### src/rtl/psrsp_pkg.sv
package psrsp_pkg;
	localparam int DATA_W = 8;
	localparam int CA_BYTES = 6;
	localparam int LAT_CLOCKS = 4;
	localparam int CLK_HZ = 20000000;
	localparam int CSM_IND_NS = 4000;
	localparam int CSM_EXT_NS = 1000;
	localparam int CSM_IND_CYC = (CSM_IND_NS * (CLK_HZ / 1000000)) / 1000;
	localparam int CSM_EXT_CYC = (CSM_EXT_NS * (CLK_HZ / 1000000)) / 1000;

	typedef enum logic [2:0] {
		PSRSP_IDLE = 3'b000,
		PSRSP_CA   = 3'b001,
		PSRSP_LAT  = 3'b010,
		PSRSP_RD   = 3'b011,
		PSRSP_WR   = 3'b100
	} psrsp_state_t;

	typedef struct packed {
		logic       oe_n;
		logic       val;
	} psrsp_strobe_t;

	typedef struct packed {
		logic               oe_n;
		logic [DATA_W-1:0]  val;
	} psrsp_dq_t;

	typedef struct packed {
		logic               valid;
		logic               masked;
		logic [DATA_W-1:0]  data;
	} psrsp_wbyte_t;
endpackage

### src/rtl/psrsp_sync.sv
`timescale 1ns/1ps
`default_nettype none
// two-stage synchroniser; first stage feeds only the second
module psrsp_sync #(
	parameter int           W       = 1,
	parameter logic [W-1:0] RST_VAL = '0
) (
	input  wire logic         clk_in,
	input  wire logic         sys_rst_in,
	input  wire logic [W-1:0] d_in,
	output var  logic [W-1:0] q_out
);
	logic [W-1:0] meta_reg;

	always_ff @(posedge clk_in) begin
		if (sys_rst_in) begin
			meta_reg <= RST_VAL;
			q_out    <= RST_VAL;
		end else begin
			meta_reg <= d_in;
			q_out    <= meta_reg;
		end
	end
endmodule
`default_nettype wire

### src/rtl/psrsp_port.sv
`timescale 1ns/1ps
`default_nettype none
module psrsp_port
	import psrsp_pkg::*;
(
	input  wire logic                             clk_in,
	input  wire logic                             sys_rst_in,
	input  wire logic                             cs_n_in,
	input  wire logic                             hw_reset_n_in,
	input  wire logic                             bus_clock_in,
	input  wire logic                             shifted_clock_in,
	input  wire logic                             centre_aligned_strobe_option_in,
	input  wire logic                             extra_latency_in,
	input  wire logic [psrsp_pkg::DATA_W-1:0]     dq_in,
	input  wire logic                             rw_strobe_in,
	input  wire logic [psrsp_pkg::DATA_W-1:0]     rd_data_in,
	output var  logic [psrsp_pkg::DATA_W-1:0]     dq_out,
	output var  logic                             dq_oe_n_out,
	output var  logic                             rw_strobe_out,
	output var  logic                             rw_strobe_oe_n_out,
	output var  logic [8*psrsp_pkg::CA_BYTES-1:0] ca_out,
	output var  logic                             ca_valid_out,
	output var  psrsp_pkg::psrsp_wbyte_t          wbyte_out,
	output var  logic                             rd_req_out,
	output var  logic                             cs_overrun_out
);
	import psrsp_pkg::*;

	logic [DATA_W+5:0] s_q;
	logic              cs_n_s, rst_n_s, ck_s, psc_s, rw_strobe_s, opt_s;
	logic [DATA_W-1:0] dq_s;
	logic              cs_n_d_reg, ck_d_reg, psc_d_reg;
	psrsp_state_t      state_reg;
	logic [2:0]        byte_cnt_reg;
	logic [3:0]        lat_cnt_reg;
	logic              is_read_reg, lat2_reg;
	logic [12:0]       csm_cnt_reg;

	// resets to the idle levels of chip select and hardware reset: no false edge after reset
	psrsp_sync #(
		.W       (DATA_W + 6),
		.RST_VAL ({2'b11, {(DATA_W + 4){1'b0}}})
	) u_sync (
		.clk_in     (clk_in),
		.sys_rst_in (sys_rst_in),
		.d_in       ({cs_n_in, hw_reset_n_in, bus_clock_in, shifted_clock_in,
		              rw_strobe_in, centre_aligned_strobe_option_in, dq_in}),
		.q_out      (s_q)
	);
	assign {cs_n_s, rst_n_s, ck_s, psc_s, rw_strobe_s, opt_s} = s_q[DATA_W+5:DATA_W];
	assign dq_s = s_q[DATA_W-1:0];

	function automatic logic edge_any(input logic now, input logic was);
		return now ^ was;
	endfunction

	wire cs_fall = cs_n_d_reg & ~cs_n_s;
	wire cs_rise = ~cs_n_d_reg & cs_n_s;
	wire ck_edge = edge_any(ck_s, ck_d_reg);
	// option selects which clock times the read strobe
	wire rd_ref  = opt_s ? psc_s : ck_s;
	wire rd_refd = opt_s ? psc_d_reg : ck_d_reg;
	wire rd_edge = edge_any(rd_ref, rd_refd);
	wire active  = rst_n_s & ~cs_n_s;

	always_ff @(posedge clk_in) begin
		if (sys_rst_in) begin
			cs_n_d_reg <= 1'b1;
			ck_d_reg   <= 1'b0;
			psc_d_reg  <= 1'b0;
		end else begin
			cs_n_d_reg <= cs_n_s;
			ck_d_reg   <= ck_s;
			psc_d_reg  <= psc_s;
		end
	end

	// transaction sequencer
	always_ff @(posedge clk_in) begin
		if (sys_rst_in || !rst_n_s || cs_n_s) begin
			state_reg    <= PSRSP_IDLE;
			byte_cnt_reg <= 3'h0;
			lat_cnt_reg  <= 4'h0;
			is_read_reg  <= 1'b0;
			lat2_reg     <= 1'b0;
			ca_out       <= '0;
			ca_valid_out <= 1'b0;
		end else begin
			ca_valid_out <= 1'b0;
			unique case (state_reg)
				PSRSP_IDLE: if (cs_fall) begin
					state_reg    <= PSRSP_CA;
					lat2_reg     <= extra_latency_in;
					byte_cnt_reg <= 3'h0;
				end
				PSRSP_CA: if (ck_edge) begin
					ca_out <= {ca_out[8*CA_BYTES-9:0], dq_s};
					byte_cnt_reg <= byte_cnt_reg + 3'h1;
					if (byte_cnt_reg == 3'(CA_BYTES - 1)) begin
						state_reg    <= PSRSP_LAT;
						ca_valid_out <= 1'b1;
						is_read_reg  <= ca_out[8*CA_BYTES-9];
						lat_cnt_reg  <= lat2_reg ? 4'(4*LAT_CLOCKS-1) : 4'(2*LAT_CLOCKS-1);
					end
				end
				PSRSP_LAT: if (ck_edge) begin
					if (lat_cnt_reg == 4'h0)
						state_reg <= is_read_reg ? PSRSP_RD : PSRSP_WR;
					else
						lat_cnt_reg <= lat_cnt_reg - 4'h1;
				end
				PSRSP_RD, PSRSP_WR: state_reg <= state_reg;
				default: state_reg <= PSRSP_IDLE;
			endcase
		end
	end

	// read data and strobe drive
	always_ff @(posedge clk_in) begin
		if (sys_rst_in || !rst_n_s) begin
			dq_oe_n_out        <= 1'b1;
			rw_strobe_oe_n_out <= 1'b1;
			dq_out             <= '0;
			rw_strobe_out      <= 1'b0;
			rd_req_out         <= 1'b0;
		end else begin
			rd_req_out <= 1'b0;
			if (!active || state_reg == PSRSP_WR) begin
				dq_oe_n_out        <= 1'b1;
				rw_strobe_oe_n_out <= 1'b1;
			end else if (state_reg == PSRSP_RD) begin
				dq_oe_n_out        <= 1'b0;
				rw_strobe_oe_n_out <= 1'b0;
				if (ck_edge) begin
					dq_out     <= rd_data_in;
					rd_req_out <= 1'b1;
				end
				if (rd_edge)
					rw_strobe_out <= ~rw_strobe_out;
			end else begin
				dq_oe_n_out        <= 1'b1;
				rw_strobe_oe_n_out <= 1'b0;
				rw_strobe_out      <= (state_reg == PSRSP_IDLE) ? extra_latency_in : lat2_reg;
			end
		end
	end

	// write bytes, strobe taken as mask; shifted clock not consulted
	always_ff @(posedge clk_in) begin
		if (sys_rst_in || !rst_n_s) begin
			wbyte_out <= '0;
		end else begin
			wbyte_out.valid  <= active && state_reg == PSRSP_WR && ck_edge;
			wbyte_out.masked <= rw_strobe_s;
			wbyte_out.data   <= dq_s;
		end
	end

	// flags the host overrunning the low-time limit; the device cannot enforce it
	always_ff @(posedge clk_in) begin
		if (sys_rst_in || cs_n_s) begin
			csm_cnt_reg    <= 13'h0;
			cs_overrun_out <= 1'b0;
		end else begin
			if (csm_cnt_reg != 13'h1FFF)
				csm_cnt_reg <= csm_cnt_reg + 13'h1;
			if (csm_cnt_reg >= 13'(CSM_IND_CYC))
				cs_overrun_out <= 1'b1;
		end
	end

	property p_reset_release;
		@(posedge clk_in) disable iff (sys_rst_in) !rst_n_s |=> dq_oe_n_out && rw_strobe_oe_n_out;
	endproperty
	a_reset_release: assert property (p_reset_release) else $error("lines not released");

	property p_idle_reset;
		@(posedge clk_in) disable iff (sys_rst_in) !rst_n_s |=> state_reg == PSRSP_IDLE;
	endproperty
	a_idle_reset: assert property (p_idle_reset) else $error("not idle after reset");

	property p_cs_end;
		@(posedge clk_in) disable iff (sys_rst_in) cs_n_s |=> state_reg == PSRSP_IDLE;
	endproperty
	a_cs_end: assert property (p_cs_end) else $error("transaction survived chip select high");

	property p_start;
		@(posedge clk_in) disable iff (sys_rst_in)
			rst_n_s && state_reg == PSRSP_IDLE && cs_fall |=> state_reg == PSRSP_CA;
	endproperty
	a_start: assert property (p_start) else $error("no start on chip select fall");

	property p_lat_flag;
		@(posedge clk_in) disable iff (sys_rst_in)
			rst_n_s && active && state_reg == PSRSP_LAT |=> rw_strobe_out == $past(lat2_reg) || !active;
	endproperty
	a_lat_flag: assert property (p_lat_flag) else $error("latency indication wrong");

	property p_wr_input;
		@(posedge clk_in) disable iff (sys_rst_in)
			state_reg == PSRSP_WR |=> rw_strobe_oe_n_out && dq_oe_n_out;
	endproperty
	a_wr_input: assert property (p_wr_input) else $error("strobe driven during write");

	property p_rd_strobe;
		@(posedge clk_in) disable iff (sys_rst_in)
			rst_n_s && active && state_reg == PSRSP_RD && !rd_edge ##1 rst_n_s
			|-> $stable(rw_strobe_out);
	endproperty
	a_rd_strobe: assert property (p_rd_strobe) else $error("strobe moved off reference edge");

	property p_wr_mask;
		@(posedge clk_in) disable iff (sys_rst_in)
			rst_n_s && wbyte_out.valid |-> wbyte_out.masked == $past(rw_strobe_s);
	endproperty
	a_wr_mask: assert property (p_wr_mask) else $error("mask not sampled");

	property p_overrun;
		@(posedge clk_in) disable iff (sys_rst_in) cs_n_s |=> !cs_overrun_out;
	endproperty
	a_overrun: assert property (p_overrun) else $error("overrun flag stuck");

	c_read: cover property (@(posedge clk_in) state_reg == PSRSP_RD && rd_edge);
	c_write: cover property (@(posedge clk_in) wbyte_out.valid);
	c_extra: cover property (@(posedge clk_in) state_reg == PSRSP_LAT && lat2_reg);
endmodule
`default_nettype wire

### config.mk
export PLATFORM = sky130hd
export DESIGN_NAME = psrsp_port
export DESIGN_NICKNAME = d
export VERILOG_FILES = /design/src/rtl/psrsp_pkg.sv /design/src/rtl/psrsp_sync.sv /design/src/rtl/psrsp_port.sv
export SDC_FILE = /design/constraint.sdc
export NUM_CORES = 1
export LEC_CHECK = 0
export BUFFER_PORTS_ARGS = -buffer_cell sky130_fd_sc_hd__buf_2
export CAP_MARGIN = 20
export CORE_MARGIN = 10
export CORE_UTILIZATION = 38
export DETAILED_ROUTE_END_ITERATION = 10
export PLACE_DENSITY_LB_ADDON = 0.25
export RECOVER_POWER = 25
export SYNTH_ARGS = -nofsm -noshare
export SYNTH_HDL_FRONTEND = slang
export SYNTH_SLANG_ARGS = --single-unit
### constraint.sdc
create_clock -name clk_in -period 1.5 [get_ports clk_in]
set_clock_uncertainty 0.05 [all_clocks]
set_input_delay 0.225 -clock clk_in [delete_from_list [all_inputs] [get_ports clk_in]]
set_output_delay 0.225 -clock clk_in [all_outputs]
set_load 0.02 [all_outputs]
==> flow_summary.toml <==
[drt]
first_iter_violations = 246
via_per_inst = 4.737
detail_route.first_pass.iterations = 4
ant_nets = 0
vias = 4017
avgRoutedWirePerCell_um = 13.54
drc = 0
drt_wl_total_mm = 11.48

[cts]
insertion_delay_ns = 0.41
cts_tree = "yes"
numCtsBuffers = 17
cts.sinks = 128
clockBufferDepth = 2
clk_pin_slew_worst_paths_ns = 0.06
htreeDepth = 4
root_buffer = "clkbuf_16"

[sta]
max_freq_ghz = 0.6699
hold_ws_ns = 0.01303
final_hold_viol_count = 0
slew_headroom_pct = 75.67
layout_min_cycle_time_ns = 1.493
setup_slack_ns = 0.007225
worst_pin_slew_ns = 0.3649
fin_crit_sh_pct = 99.52
slew_violations = 0
rsz0062_at_grt = "true"
finalSetupViolCount = 0
final.setup.tns_ns = 0

[worst_setup_path]
cp.required_ns = 1.73
critPathArrivalTime_ns = 1.72
crit_fanout = 8
crit_type = "register to register"
worstSetupStartpointType = "register"
end_kind = "register"

[place]
dp_hpwl_mm = 7.647
dpl_cell_area_um2 = 5607
portBuffers = 96
place_congestion = 0.8385
dpl_worst_slack_ns = -0.1033
placed_cells = 786

[outcome]
status = "completed"

[grt]
grt.met3_usage_pct = 3.773
grt_overflow_total = 0
grt_pass1_vias = 3698
grt_use_met2_pct = 19.21
antenna_found_initial = 0
grt_start_max_net_pins = 50
use_met1_pct = 15.27
grt_usage_pct = 12.30
grt_pass1_wl_mm = 17.87
top_usage_layer = "met2"

[finish]
diodes = 0
final_cells = 848
multiInputGateArea_um2 = 2187
nFillCells = 1079
fin_util_pct = 55.52
final_area_um2 = 6696
final_nets = 698
largest_reg_flops = 48
syn2layout_area_growth_pct = 42.19
drive_gt1_share_pct = 34.85
seq_area_um2 = 2579

[yosys]
synth_edf_count = 0
syn_nets = 542
syn_area_per_cell_um2 = 9.198
syn_area_um2 = 4710
seq_area_frac_synth_pct = 54.41
ys_warn_count = 0
ys_types = 55
synth_flop_cell = "dfxtp_1"
synth_cells = 512
synth-seq-cells = 128
async_reset_ff_share_pct = 0

[power]
p_leak_nw = 2.611
powerDensity_nw_per_um2 = 1127
p_total_mw = 7.549
vdd_drop_max_uv = 829.1

[die]
die_area_um2 = 17250
pin_count = 97
num_rows = 40
die_height_um = 131.3
start_util_pct = 39.05
die_x_um = 131.3
design.core.area_um2 = 12060

[flow_run]
max_cap_violations = 0

[worst_hold_path]
worst_hold_path_type = "primary input to register"
==> synth_stat cells, types with 3 or more instances <==
master / number / area, um^2
or3_1: 5 / 31.28
clkbuf_1: 16 / 60.06
buf_2: 7 / 35.03
ha_1: 5 / 62.56
a31oi_1: 6 / 37.54
nand2b_1: 5 / 31.28
dfxtp_1: 128 / 2562
nor2b_1: 28 / 175.2
mux2i_1: 11 / 110.1
a21oi_1: 58 / 290.3
and2_1: 10 / 62.56
xnor2_1: 3 / 26.28
o21ai_0: 8 / 40.04
inv_1: 7 / 26.28
nand3_1: 7 / 35.03
buf_4: 5 / 37.54
nor3_1: 11 / 55.05
nand3b_1: 3 / 22.52
o21a_1: 4 / 30.03
nor4_1: 4 / 25.02
nor2_1: 26 / 97.59
nand2_1: 105 / 394.1
or2_2: 4 / 25.02
xor2_1: 4 / 35.03
nor4b_1: 3 / 26.28
o31ai_1: 3 / 22.52
==> routing by layer <==
| metal | vias up | routed length [um] |
|---|---|---|
| met1 | 1876 | 5273 |
| met5 | - | 0 |
| met4 | 0 | 165 |
| met3 | 16 | 511 |
| met2 | 90 | 5533 |
| li1 | 2035 | - |
==> worst max-delay path, cell delays in order (launching register included) <==
cell and delay [ns]:
dfxtp_4 0.37, or3b_4 0.44, o32a_1 0.21, buf_4 0.14, o21ai_2 0.09, a21oi_1 0.07
==> where the power goes <==
part / total, mW / switching, mW / internal [mW]
sequential: 3.46 / 0.0176 / 3.44
combinational: 0.232 / 0.106 / 0.127
clock: 3.86 / 1.56 / 2.29
total: 7.55 / 1.68 / 5.87
==> worst paths after layout <==
path | end | slack [ns] | depth (start not counted) | from
worst max-delay path | lat_cnt_reg[3] | 0.007 | 5 | state_reg[0]
worst max register to register | lat_cnt_reg[3] | 0.007 | 5 | state_reg[0]
worst min register to register | u_sync.q_out[13] | 0.36 | 1 | u_sync.meta_reg[13]
worst min-delay path | dq_out[0] | 0.01 | 3 | rd_data_in[0]
==> layout make-up <==
class	count	area share (%)
timing repair buffer	167	16.98
clock inverter	14	1.962
sequential	128	38.51
clock buffer	17	6.353
multi-input combinational	347	32.66
tap	168	3.139
inverter	7	0.3924
==> placed cells by master, fill, tap and decap left out, types with 6 or more instances in the layout <==
cell	Yosys	final
a21oi_1	58	41
a21oi_2	1	18
a31oi_1	6	6
buf_2	7	96
buf_4	5	40
buf_6	2	6
clkbuf_16	0	18
dfxtp_1	128	119
dfxtp_2	0	7
dlygate4sd3_1	0	20
inv_1	7	6
mux2i_1	11	11
nand2_1	105	103
nand3_1	7	6
nor2_1	26	25
nor2b_1	28	28
nor3_1	11	11
o21ai_0	8	7
==> kinds of logic (layout without fill, tap and decap cells) <==
family,count (synthesis),count (layout),share of synthesized area [%]
xor+xnor,7,7,1.302
fa+ha+maj,5,5,1.328
buf+inv,37,205,3.852
flops,128,128,54.41
compound gates,94,94,11.98
mux,12,12,2.577
simple gates,229,229,24.55
==> timing repair <==
action / in CTS / in global routing
cloned: 0 / 3
pin swaps: 3 / 17
endpoints found under the setup margin: 59 / 65
resized for setup: 15 / 42
buffers inserted: 1 / 7
endpoints found under the hold margin: 20 / 0
hold buffers: 20 / 0
No activity file was read; power rests on OpenSTA's default activity.
